## config.mk

```make
export PLATFORM = sky130hd
export DESIGN_NAME = setup_store_recall_reset
export DESIGN_NICKNAME = d
export VERILOG_FILES = /design/src/rtl/setup_store_pkg.sv /design/src/rtl/setup_slot_store.sv /design/src/rtl/setup_store_recall_reset.sv
export VERILOG_INCLUDE_DIRS = /design/src /design/src/rtl
export SDC_FILE = /design/constraint.sdc
export NUM_CORES = 1
export LEC_CHECK = 0
export BUFFER_PORTS_ARGS = -buffer_cell sky130_fd_sc_hd__buf_2
export CAP_MARGIN = 25
export CORE_ASPECT_RATIO = 0.8
export CORE_UTILIZATION = 40
export CTS_CLUSTER_SIZE = 20
export DETAILED_ROUTE_END_ITERATION = 12
export GPL_ROUTABILITY_DRIVEN = 0
export GPL_TIMING_DRIVEN = 0
export SLEW_MARGIN = 10
export SYNTH_ARGS = -nofsm -noshare
export SYNTH_HDL_FRONTEND = slang
export SYNTH_SLANG_ARGS = --single-unit
```

## constraint.sdc

```tcl
create_clock -name i_ref_clk -period 6.9 [get_ports i_ref_clk]
set_input_delay 1.035 -clock i_ref_clk [delete_from_list [all_inputs] [get_ports i_ref_clk]]
set_output_delay 1.035 -clock i_ref_clk [all_outputs]
set_load 0.05 [all_outputs]
```

## src/rtl/setup_store_params.svh

```systemverilog
`ifndef SETUP_STORE_PARAMS_SVH
`define SETUP_STORE_PARAMS_SVH
`define SETUP_W 32
`define SLOT_COUNT 10
`define SLOT_AW 4
`define LAST_SLOT 4'h9
`define CARD_SLOTS 2
`define RST_SETUP 32'h0000_0001
`define PRESET_SETUP 32'h0000_0002
`define ASCII_ONE 8'h31
`define ASCII_COMMA 8'h2c
`define ASCII_SPACE 8'h20
`define CARD_NONE 16'h0000
`define STB_MAV_BIT 4
`endif

```

## src/rtl/setup_store_pkg.sv

```systemverilog
package setup_store_pkg;
	typedef enum logic [2:0] {
		CMD_SAVE, CMD_RECALL, CMD_RESET, CMD_OPC_QUERY, CMD_OPT_QUERY
	} cmd_type;
	typedef enum logic [1:0] {OQ_IDLE, OQ_ACTIVE} oq_type;
endpackage

```

## src/rtl/setup_slot_store.sv

```systemverilog
`include "setup_store_params.svh"
module setup_slot_store (
	input wire logic i_ref_clk,
	input wire logic i_arst_n,
	input wire logic i_wr,
	input wire logic [3:0] i_addr,
	input wire logic [31:0] i_wdata,
	output logic [31:0] o_rdata
);
	// Power-up content is the preset setup in every location
	logic [`SETUP_W-1:0] mem_q [`SLOT_COUNT];
	always_ff @(posedge i_ref_clk or negedge i_arst_n) begin
		if (!i_arst_n) begin
			for (int k = 0; k < `SLOT_COUNT; k++) begin
				mem_q[k] <= `PRESET_SETUP;
			end
		end else if (i_wr) begin
			mem_q[i_addr] <= i_wdata;
		end
	end
	assign o_rdata = (i_addr <= `LAST_SLOT) ? mem_q[i_addr] : '0;
endmodule // setup_slot_store

```

## src/rtl/setup_store_recall_reset.sv

```systemverilog
// Operation
// Option query loads option string into output queue for talking.
// One comma-separated entry per card slot: model number or NONE.
// Ten locations 0..9; save copies active setup to location.
// Recall 0..9 replaces active setup with stored one.
// All locations start holding preset default setup.
// Reset loads reset default setup, abandons pending operations.
// Reset cancels outstanding completion query; no late response. Code still queues ASCII 1 when scan ends in the reset cycle.
// Reset leaves bus address, event and status byte untouched.
// Pending completion query queues ASCII 1 only after scan ends.
// Power-up and reset return completion tracking to idle.
// Message-available bit follows output queue non-empty.
// Out-of-range save or recall flags execution error, no change.
`include "setup_store_params.svh"
module setup_store_recall_reset (
	input wire logic i_ref_clk,
	input wire logic i_arst_n,
	input wire logic i_cmd_valid,
	input wire setup_store_pkg::cmd_type i_cmd,
	input wire logic [3:0] i_cmd_arg,
	input wire logic [31:0] i_active_setup,
	input wire logic i_op_pending,
	input wire logic [15:0] i_card_model [`CARD_SLOTS],
	input wire logic i_talk_ready,
	output logic o_talk_valid,
	output logic [7:0] o_talk_byte,
	output logic o_talk_last,
	output logic o_load_setup,
	output logic [31:0] o_load_value,
	output logic o_abort_ops,
	output logic o_exec_error,
	output logic o_mav
);
	import setup_store_pkg::*;
	localparam int MSG_LEN = 16;
	// Per card slot: four chars, then ", " separator between slots
	typedef struct packed {
		oq_type oq;
		logic [MSG_LEN-1:0][7:0] msg;
		logic [4:0] len;
		logic [4:0] pos;
		logic load;
		logic [31:0] load_val;
		logic abort;
		logic err;
		logic [7:0] tbyte;
	} state_type;
	state_type s_q, s_d;
	logic mem_wr;
	logic [31:0] mem_rd;
	logic in_range;
	assign in_range = i_cmd_arg <= `LAST_SLOT;
	assign mem_wr = i_cmd_valid && i_cmd == CMD_SAVE && in_range;
	setup_slot_store u_store (
		.i_ref_clk(i_ref_clk),
		.i_arst_n(i_arst_n),
		.i_wr(mem_wr),
		.i_addr(i_cmd_arg),
		.i_wdata(i_active_setup),
		.o_rdata(mem_rd)
	);
	function automatic logic [7:0] hex_char(input logic [3:0] n);
		hex_char = (n < 4'ha) ? 8'h30 + {4'h0, n} : 8'h37 + {4'h0, n};
	endfunction
	always_comb begin
		s_d = s_q;
		s_d.load = 1'b0;
		s_d.abort = 1'b0;
		s_d.err = 1'b0;
		if (s_q.len != 5'h00 && i_talk_ready) begin
			if (s_q.pos + 5'h01 == s_q.len) begin
				s_d.len = 5'h00;
				s_d.pos = 5'h00;
			end else begin
				s_d.pos = s_q.pos + 5'h01;
			end
		end
		if (s_q.oq == OQ_ACTIVE && !i_op_pending && s_d.len == 5'h00) begin
			s_d.msg[0] = `ASCII_ONE;
			s_d.len = 5'h01;
			s_d.pos = 5'h00;
			s_d.oq = OQ_IDLE;
		end
		if (i_cmd_valid) begin
			case (i_cmd)
				CMD_SAVE: s_d.err = !in_range;
				CMD_RECALL: begin
					if (in_range) begin
						s_d.load = 1'b1;
						s_d.load_val = mem_rd;
					end else begin
						s_d.err = 1'b1;
					end
				end
				CMD_RESET: begin
					s_d.load = 1'b1;
					s_d.load_val = `RST_SETUP;
					s_d.abort = 1'b1;
					s_d.oq = OQ_IDLE;
				end
				CMD_OPC_QUERY: s_d.oq = OQ_ACTIVE;
				CMD_OPT_QUERY: begin
					if (s_d.len == 5'h00) begin
						for (int c = 0; c < `CARD_SLOTS; c++) begin
							for (int d = 0; d < 4; d++) begin
								s_d.msg[c*6+d] = (i_card_model[c] == `CARD_NONE)
									? 8'("NONE" >> (8 * (3 - d)))
									: hex_char(i_card_model[c][15-4*d -: 4]);
							end
							s_d.msg[c*6+4] = `ASCII_COMMA;
							s_d.msg[c*6+5] = `ASCII_SPACE;
						end
						s_d.len = 5'(`CARD_SLOTS*6-2);
						s_d.pos = 5'h00;
					end else begin
						s_d.err = 1'b1;
					end
				end
				default: s_d.err = 1'b1;
			endcase
		end
		// Talk byte registered so data leaves a flip-flop
		s_d.tbyte = s_d.msg[s_d.pos[3:0]];
	end
	always_ff @(posedge i_ref_clk or negedge i_arst_n) begin
		if (!i_arst_n) begin
			s_q <= '0;
		end else begin
			s_q <= s_d;
		end
	end
	assign o_talk_valid = s_q.len != 5'h00;
	assign o_talk_byte = s_q.tbyte;
	assign o_talk_last = o_talk_valid && s_q.pos + 5'h01 == s_q.len;
	assign o_load_setup = s_q.load;
	assign o_load_value = s_q.load_val;
	assign o_abort_ops = s_q.abort;
	assign o_exec_error = s_q.err;
	assign o_mav = s_q.len != 5'h00;

	property p_mav;
		@(posedge i_ref_clk) disable iff (!i_arst_n)
		o_talk_valid && o_talk_last && i_talk_ready && !i_cmd_valid
			&& s_q.oq == OQ_IDLE |=> !o_mav;
	endproperty
	a_mav: assert property (p_mav) else $error("mav stuck");
	property p_rst_idle;
		@(posedge i_ref_clk) disable iff (!i_arst_n)
		i_cmd_valid && i_cmd == CMD_RESET |=> s_q.oq == OQ_IDLE && o_abort_ops;
	endproperty
	a_rst_idle: assert property (p_rst_idle) else $error("reset");
	property p_rst_load;
		@(posedge i_ref_clk) disable iff (!i_arst_n)
		i_cmd_valid && i_cmd == CMD_RESET |=> o_load_value == `RST_SETUP;
	endproperty
	a_rst_load: assert property (p_rst_load) else $error("rst load");
	property p_err;
		@(posedge i_ref_clk) disable iff (!i_arst_n)
		i_cmd_valid && (i_cmd == CMD_SAVE || i_cmd == CMD_RECALL)
			&& i_cmd_arg > `LAST_SLOT |=> o_exec_error && !o_load_setup;
	endproperty
	a_err: assert property (p_err) else $error("range");
	property p_no_early_one;
		@(posedge i_ref_clk) disable iff (!i_arst_n)
		s_q.oq == OQ_ACTIVE && i_op_pending |=> s_q.oq == OQ_ACTIVE
			|| $past(i_cmd_valid);
	endproperty
	a_no_early_one: assert property (p_no_early_one) else $error("opc");
	property p_recall;
		@(posedge i_ref_clk) disable iff (!i_arst_n)
		i_cmd_valid && i_cmd == CMD_RECALL && i_cmd_arg <= `LAST_SLOT
			|=> o_load_setup;
	endproperty
	a_recall: assert property (p_recall) else $error("recall");
	property p_opt;
		@(posedge i_ref_clk) disable iff (!i_arst_n)
		i_cmd_valid && i_cmd == CMD_OPT_QUERY && !o_talk_valid
			|=> o_talk_valid && s_q.len == 5'(`CARD_SLOTS*6-2);
	endproperty
	a_opt: assert property (p_opt) else $error("opt");
	property p_save_quiet;
		@(posedge i_ref_clk) disable iff (!i_arst_n)
		i_cmd_valid && i_cmd == CMD_SAVE |=> !o_load_setup;
	endproperty
	a_save_quiet: assert property (p_save_quiet) else $error("save");
	property p_keep_mav;
		@(posedge i_ref_clk) disable iff (!i_arst_n)
		i_cmd_valid && i_cmd == CMD_RESET && o_talk_valid && !o_talk_last
			|=> o_mav;
	endproperty
	a_keep_mav: assert property (p_keep_mav) else $error("mav");
	property p_opc_done;
		@(posedge i_ref_clk) disable iff (!i_arst_n)
		s_q.oq == OQ_ACTIVE && !i_op_pending && !o_talk_valid
			&& !i_cmd_valid |=> o_talk_byte == `ASCII_ONE && o_talk_last;
	endproperty
	a_opc_done: assert property (p_opc_done) else $error("opc one");
	property p_opt_busy;
		@(posedge i_ref_clk) disable iff (!i_arst_n)
		i_cmd_valid && i_cmd == CMD_OPT_QUERY
			&& o_talk_valid && !o_talk_last |=> o_exec_error && o_talk_valid;
	endproperty
	a_opt_busy: assert property (p_opt_busy) else $error("busy");
	property p_rst_cancel;
		@(posedge i_ref_clk) disable iff (!i_arst_n)
		i_cmd_valid && i_cmd == CMD_RESET
			##1 !o_talk_valid && !i_cmd_valid |=> !o_talk_valid;
	endproperty
	a_rst_cancel: assert property (p_rst_cancel) else $error("cancel");
	property p_talk_hold;
		@(posedge i_ref_clk) disable iff (!i_arst_n)
		o_talk_valid && !i_talk_ready && !i_cmd_valid
			|=> o_talk_valid && $stable(o_talk_byte);
	endproperty
	a_talk_hold: assert property (p_talk_hold) else $error("hold");
	property p_advance;
		@(posedge i_ref_clk) disable iff (!i_arst_n)
		o_talk_valid && i_talk_ready && !o_talk_last |=> o_talk_valid;
	endproperty
	a_advance: assert property (p_advance) else $error("advance");
endmodule // setup_store_recall_reset

```

## Word level (Yosys, flattened, before mapping)

Index checks and enable logic that the tools add are counted.

- Bits in registers: 471
- Input bits: 76
- Word-level logic and storage cells: 125

- Equality and inequality tests: 7
- Order comparisons: 12
- $add $sub $neg: 17
- Reduce and logical (&&, ||, !) cells: 18
- Bitwise operators: 1
- Muxes and demuxes: 40

Operators with widths:

| operator | number |
|---|---|
| 320-bit bitwise mux | 1 |
| 106-bit two-way mux | 2 |
| 141-bit two-way mux | 1 |
| 32-bit binary-select mux with 4-bit select | 1 |
| 32-bit demux with 4-bit select | 1 |
| 6-bit by 4-bit adder with 7-bit output, first input constant | 16 |
| 7-bit two-way mux | 16 |
| 32-bit two-way mux | 3 |
| 33-bit one-hot mux with 2 select lines | 1 |
| 33-bit two-way mux | 1 |
| 8-bit binary-select mux with 4-bit select | 1 |
| 16-bit zero test | 2 |
| 4-bit less-than comparator, second input constant | 8 |
| 18-bit two-way mux | 1 |
| 5-bit zero test | 2 |
| 10-bit two-way mux | 1 |
| 5-bit two-way mux | 2 |
| 8-bit two-way mux | 1 |
| 1-bit logical AND | 7 |
| 3-bit by 2-bit equality test with 1-bit output, second input constant | 2 |
| 5-bit by 1-bit adder with 5-bit output, second input constant | 1 |
| 5-bit equality test | 1 |
| 5-bit >= comparator, second input constant | 1 |
| 4-bit by 5-bit less-than comparator with 1-bit output, second input constant | 1 |
| other kinds (17) | 21 |

## Logic depth before layout (Yosys ltp)

- Word-level depth: 13
- Gate-level depth with buffers: 12
- Mapped depth without buffers: 10

## Cells and area by module

From an unflattened synthesis, not the netlist that was laid out.

- Cells, all modules: 1842
- Area, all modules: 23095.9 um^2

Modules (own cells, without submodules):

| module | area each (um^2) | sequential area each (um^2) | instances | cells each |
|---|---|---|---|---|
| setup_slot_store | 15185.8 | 8020.2 | 1 | 996 |
| setup_store_recall_reset | 7910.1 | 3778.6 | 1 | 846 |

## Least setup slack after synthesis

OpenSTA, ideal clock, no wires.

- Path type: in2reg
- From: input port i_cmd_arg[0]
- To: register s_q, in the netlist o_load_value[23]
- Setup time: 134 ps
- Setup slack: 3513 ps
- Data required time: 6766 ps
- Stages: 7
- Arrival: 3253 ps
- Cells stage by stage: clkbuf_1 -> buf_1 -> buf_1 -> mux4_2 -> a22o_1 -> a221oi_1 -> o21ai_0

- Word-level cells in the longest chain between the ends: 6

RTL lines:

| what | RTL line | text |
|---|---|---|
| start: declaration | setup_store_recall_reset.sv:20 | `input wire logic [3:0] i_cmd_arg,` |
| 4-bit inverter with 5-bit output (not written as such) | setup_slot_store.sv:21 | `` assign o_rdata = (i_addr <= `LAST_SLOT) ? mem_q[i_addr] : '0; `` |
| 32-bit binary-select mux with 4-bit select | setup_slot_store.sv:21 |  |
| 32-bit two-way mux (not written as such) (2 in a row) | setup_slot_store.sv:21 |  |
| 33-bit two-way mux | setup_store_recall_reset.sv:88 | `if (in_range) begin` |
| 33-bit one-hot mux with 2 select lines | setup_store_recall_reset.sv:85 | `case (i_cmd)` |
| end signal: assignment | setup_store_recall_reset.sv:127 | `s_q <= '0;` |
| end signal: assignment | setup_store_recall_reset.sv:129 | `s_q <= s_d;` |
| end: declaration | setup_store_recall_reset.sv:48 | `state_type s_q, s_d;` |

Parallel ways exist; a longest one is shown, timed or not. The select of a mux whose other input is x is not followed.
A chain may end at the register's enable or synchronous reset.

## Worst setup path after layout

- From: input port i_cmd_arg[1]
- To: register u_store.mem_q[71] (netlist name)

- Word-level cells in the longest chain between the ends: 6

RTL lines:

| what | RTL line | text |
|---|---|---|
| 4-bit inverter with 5-bit output (not written as such) | setup_slot_store.sv:18 | `mem_q[i_addr] <= i_wdata;` |
| 5-bit >= comparator (not written as such) / 5-bit by 1-bit less-than comparator with 1-bit output (equally long branches) | setup_slot_store.sv:18 |  |
| 1-bit logical AND (not written as such) | setup_slot_store.sv:18 |  |
| 32-bit two-way mux (not written as such) | setup_slot_store.sv:18 |  |
| 32-bit demux with 4-bit select | setup_slot_store.sv:18 |  |
| 320-bit bitwise mux | setup_slot_store.sv:18 |  |
| end signal: indexed assignment | setup_slot_store.sv:15 | `` mem_q[k] <= `PRESET_SETUP; `` |
| end signal: indexed assignment | setup_slot_store.sv:18 |  |
| end: declaration | setup_slot_store.sv:11 | `` logic [`SETUP_W-1:0] mem_q [`SLOT_COUNT]; `` |

Parallel ways exist; a longest one is shown, timed or not.

==> results.md <==
- The routed metal-1 wire length is 28700 µm.
- The clock tree buffer depth is 3.
- The initial cell density of the core is 40.5%.
- The highest routed metal layer is met5.
- In the routed layout, each cell is associated on average with a via count of 5.70.
- For the finished layout, the period the worst path requires is 4.06 ns.
- The hold buffer count at CTS is 0.
- The data arrival time of the critical path is 4.52 ns.
- The via count of the first global-routing pass is 14827.
- The placed instance count is 2469.
- The final-report hold violation count is 0.
- The sort of element at the end of the critical path is a register.
- The length of routed met3 wiring is 3760 µm.
- The largest individual stage delay along the critical path comes from the cell sky130_fd_sc_hd__buf_1.
- The number of clock buffers added by TritonCTS is 49.
- The global-route usage over all layers is 21.7%.
- Across all setup checks in the final design, the least slack found is 2.84 ns.
- The power density of the placed cells is 318 nW/µm².
- Dividing the synthesized area by the synthesized cell count gives 13.0 µm².
- The total of cells resized after clock tree synthesis is 0.
- The die covers 55400 µm².
- Entering global routing, the biggest net connects 113 pins.
- The tightest min-delay check is of the input pin to asynchronous set/reset pin type.
- The number of DRC violations after detailed routing is 0.
- The HPWL after detailed placement is 40400 µm.
- The number of failing setup endpoints in the final timing report is 0.
- The cell with the most instances on the worst path is sky130_fd_sc_hd__clkbuf_1.
- After detailed routing, the total wire length is 59000 µm.
- The critical path class is input pin to register.
- Across all layers, the routed design uses 14593 vias.
- The data required time of the critical path is 7.36 ns.
- The max-slew headroom at the worst pin is 30.6%.
- The clock-pin slew on the worst setup and hold paths is 0.06 ns.
- The CTS tree is done.
- The number of sinks driven by the clock tree is 471.
- The number of buffer cells added on primary ports is 87.
- The number of core rows is 76.
- The number of nets still failing antenna checks after routing is 0.
- Across the VDD grid, the largest voltage drop is 0.000238 V.
- At the pin with the least slew margin, the transition time is 1.04 ns.
- The final setup skew is 0.0435 ns.
- Yosys mapped the design onto 84 distinct sky130hd cell types.
- Of the cells placed in the final design, the portion with a size suffix greater than 1 is 34.3%.
- In this run the clock root is driven by a sky130_fd_sc_hd__clkbuf_16.
- The flow ran to the end, and the final reports show no timing, DRC or antenna violations.
- The synthesized instance count is 1670.
- The peak clock frequency supported by timing is 247 MHz.
- The core region is 53800 µm².
- Setup repair after global routing left no endpoint under its margin.
- The synthesized design contains 471 register bits.
- The H-tree level count is 2.
- Leaving out fill and tap cells, the most frequent cell in the layout is sky130_fd_sc_hd__dfrtp_1.
- Timing analysis after detailed placement gives a worst setup slack of 2.31 ns.
- The buffers plus inverters on the worst setup path is 3.
- Leaving out filler cells and counting taps, the final layout contains 2559.
- The maximum fanout along the worst path is 10.
- The delay of the slowest critical-path stage is 0.75 ns.
- The remaining global-route overflow is 0.
- Setup total negative slack on the finished layout was measured at 0 ns.
- The number of nets produced by synthesis is 1761.
- The net count of the finished layout is 1910.
- The number of buffers inserted to repair setup after CTS is 0.
- Max-cap violations in this run came to 0.
- The number of max-slew violations in the final report came to 0.
- In this run, the number of DRC markers left after iteration 0 of detailed routing was 1105.
- The routed length per placed instance is 23.1 µm.
- The number of antenna violations at the first check in global routing was 3.
- Walking the worst path, the cells encountered are clkbuf_1 > o21ai_0 > nand4b_1 > nor2b_1 > and3_1 > clkbuf_1 > buf_1 > mux2_2.
- The first-pass GRT wire length is 91400 µm.
- For this design the static power due to leakage is 11.9 nW.
- From bottom edge to top edge, the die measures 211 µm.
- The share of synthesized registers carrying an async set or reset is 100%.
- The Yosys step of the flow raised 0 warnings.
- The layout overhead on the synthesized area is 14.4%.
- sky130_fd_sc_hd__dfrtp_1 takes more of the synthesized area than any other cell.
- At the later pin of the worst-skew pair, clock insertion delay measures 0.62 ns.
- The number of enable-type register cells in the synthesized netlist is 0.
- In the finished design, the share of the clock period the worst path needs comes to 58.8%.
- The number of placed I/O pins is 122.
- Yosys attributes the largest share of cell area to sky130_fd_sc_hd__dfrtp_1 (53%), sky130_fd_sc_hd__mux2_2 (17%), sky130_fd_sc_hd__mux4_2 (6.6%), sky130_fd_sc_hd__a22o_1 (1.9%), sky130_fd_sc_hd__buf_4 (1.4%).
- In the layout the commonest cells are sky130_fd_sc_hd__dfrtp_1 (461), sky130_fd_sc_hd__mux2_2 (322), sky130_fd_sc_hd__buf_2 (96), sky130_fd_sc_hd__clkbuf_1 (67), sky130_fd_sc_hd__buf_1 (67).
- The horizontal extent of the die is 263 µm.
- The first detailed-routing pass took 5 iterations.
- After detailed routing, the met2 layer carries 25500 µm of wire.
- The most used flip-flop cell after synthesis is sky130_fd_sc_hd__dfrtp_1.
- The family with the most delay on the worst path is buffers and inverters.
- The total standard cell area after synthesis is 21800 µm².
- The area share of the largest cell type after synthesis is 53.0%.
- STA classifies the critical path startpoint as an input pin.
- The sequential share of the synthesized area is 54.2%.
per-layer routing:
layer  vias to the layer above  track usage [%]
li1                       6412                -
met1                      7679             32.9
met2                       423             31.4
met3                        73             4.49
met4                         6             5.40
met5                         -                0
registers in the layout, indices dropped and copies added (netlist names):
register and flops:
o_abort_ops 1, o_exec_error 1, o_load_setup 1, o_load_value 32, o_talk_byte 8, s_q 108, u_store.mem_q 320
path summary, 6_finish.rpt:
| kind | from | to | slack (ns) | depth (start not counted) |
|---|---|---|---|---|
| worst max-delay path | i_cmd_arg[1] | u_store.mem_q[71] | 2.84 | 8 |
| worst min-delay path | i_arst_n | o_load_value[17] | 0.42 | 1 |
| worst max register to register | s_q[44] | o_talk_byte[6] | 3.02 | 10 |
| worst min register to register | s_q[138] | s_q[138] | 0.46 | 2 |
| max in group asynchronous | i_arst_n | u_store.mem_q[280] | 5.06 | 3 |
| min in group i_ref_clk | s_q[138] | s_q[138] | 0.46 | 2 |
cells by family after synthesis:
| kind of cell | share of synthesized area, % |
|---|---|
| DFF | 54.2 |
| muxes | 23.5 |
| AOI/OAI and AO/OA | 9.68 |
| and+or+nand+nor | 6.81 |
| buffers and inverters | 4.43 |
| adders and majority gates | 0.862 |
| xor gates and xnor gates | 0.597 |
report_power, final:
part | switching, mW | internal (mW) | total, mW | leakage, nW
clock network | 1.13 | 1.56 | 2.69 | 0.788
logic | 1.33 | 0.711 | 2.04 | 4.71
registers | 0.140 | 3.06 | 3.20 | 6.41
total | 2.60 | 5.33 | 7.93 | 11.9
metrics by stage:
step                      hold slack, ns  cell area [µm²]  util [%]  total power [mW]
after CTS                          0.442            24900      46.3              7.95
after floorplan                    0.417            21800         -              4.58
after global placement             0.430            23100      42.9              5.20
final                              0.419            24900      46.3              7.93
after detailed placement           0.439            23300      43.3              5.24
after global routing               0.462            24900      46.3              8.27
cells in the mapped netlist (4+ instances only):
master                      number
sky130_fd_sc_hd__nor2_1         53
sky130_fd_sc_hd__a22oi_1         5
sky130_fd_sc_hd__inv_1          35
sky130_fd_sc_hd__o2bb2ai_1       5
sky130_fd_sc_hd__a22o_1         47
sky130_fd_sc_hd__dfrtp_1       461
sky130_fd_sc_hd__o21ai_0        56
sky130_fd_sc_hd__and3_1          6
sky130_fd_sc_hd__nor2b_1        11
sky130_fd_sc_hd__xor2_1          4
sky130_fd_sc_hd__nand3_1        53
sky130_fd_sc_hd__buf_1          66
sky130_fd_sc_hd__and2_1         37
sky130_fd_sc_hd__dfstp_2        10
sky130_fd_sc_hd__o31ai_1         6
sky130_fd_sc_hd__a2bb2oi_1       7
sky130_fd_sc_hd__nor4b_1         6
sky130_fd_sc_hd__a221oi_1       35
sky130_fd_sc_hd__ha_1           15
sky130_fd_sc_hd__nand2_1        66
sky130_fd_sc_hd__buf_2          10
sky130_fd_sc_hd__nor3_1         15
sky130_fd_sc_hd__clkbuf_1       51
sky130_fd_sc_hd__a21oi_1        44
sky130_fd_sc_hd__o22a_1          8
sky130_fd_sc_hd__mux2_2        322
sky130_fd_sc_hd__a211oi_1        8
sky130_fd_sc_hd__nand2b_1        8
sky130_fd_sc_hd__xnor2_1         9
sky130_fd_sc_hd__a31oi_1        13
sky130_fd_sc_hd__o22ai_1         6
sky130_fd_sc_hd__a21o_1          8
sky130_fd_sc_hd__mux4_2         64
sky130_fd_sc_hd__buf_4          42
sky130_fd_sc_hd__o211ai_1        4
layout make-up:
cell class	count	area [µm²]
Antenna cell	2	5.00
Buffer	171	827
Clock buffer	73	1400
Clock inverter	14	230
Fill cell	4882	28900
Inverter	37	139
Multi-Input combinational cell	991	9020
Sequential cell	471	11800
Tap cell	702	878
Timing Repair Buffer	98	628
(Power assumes the default switching activity.)
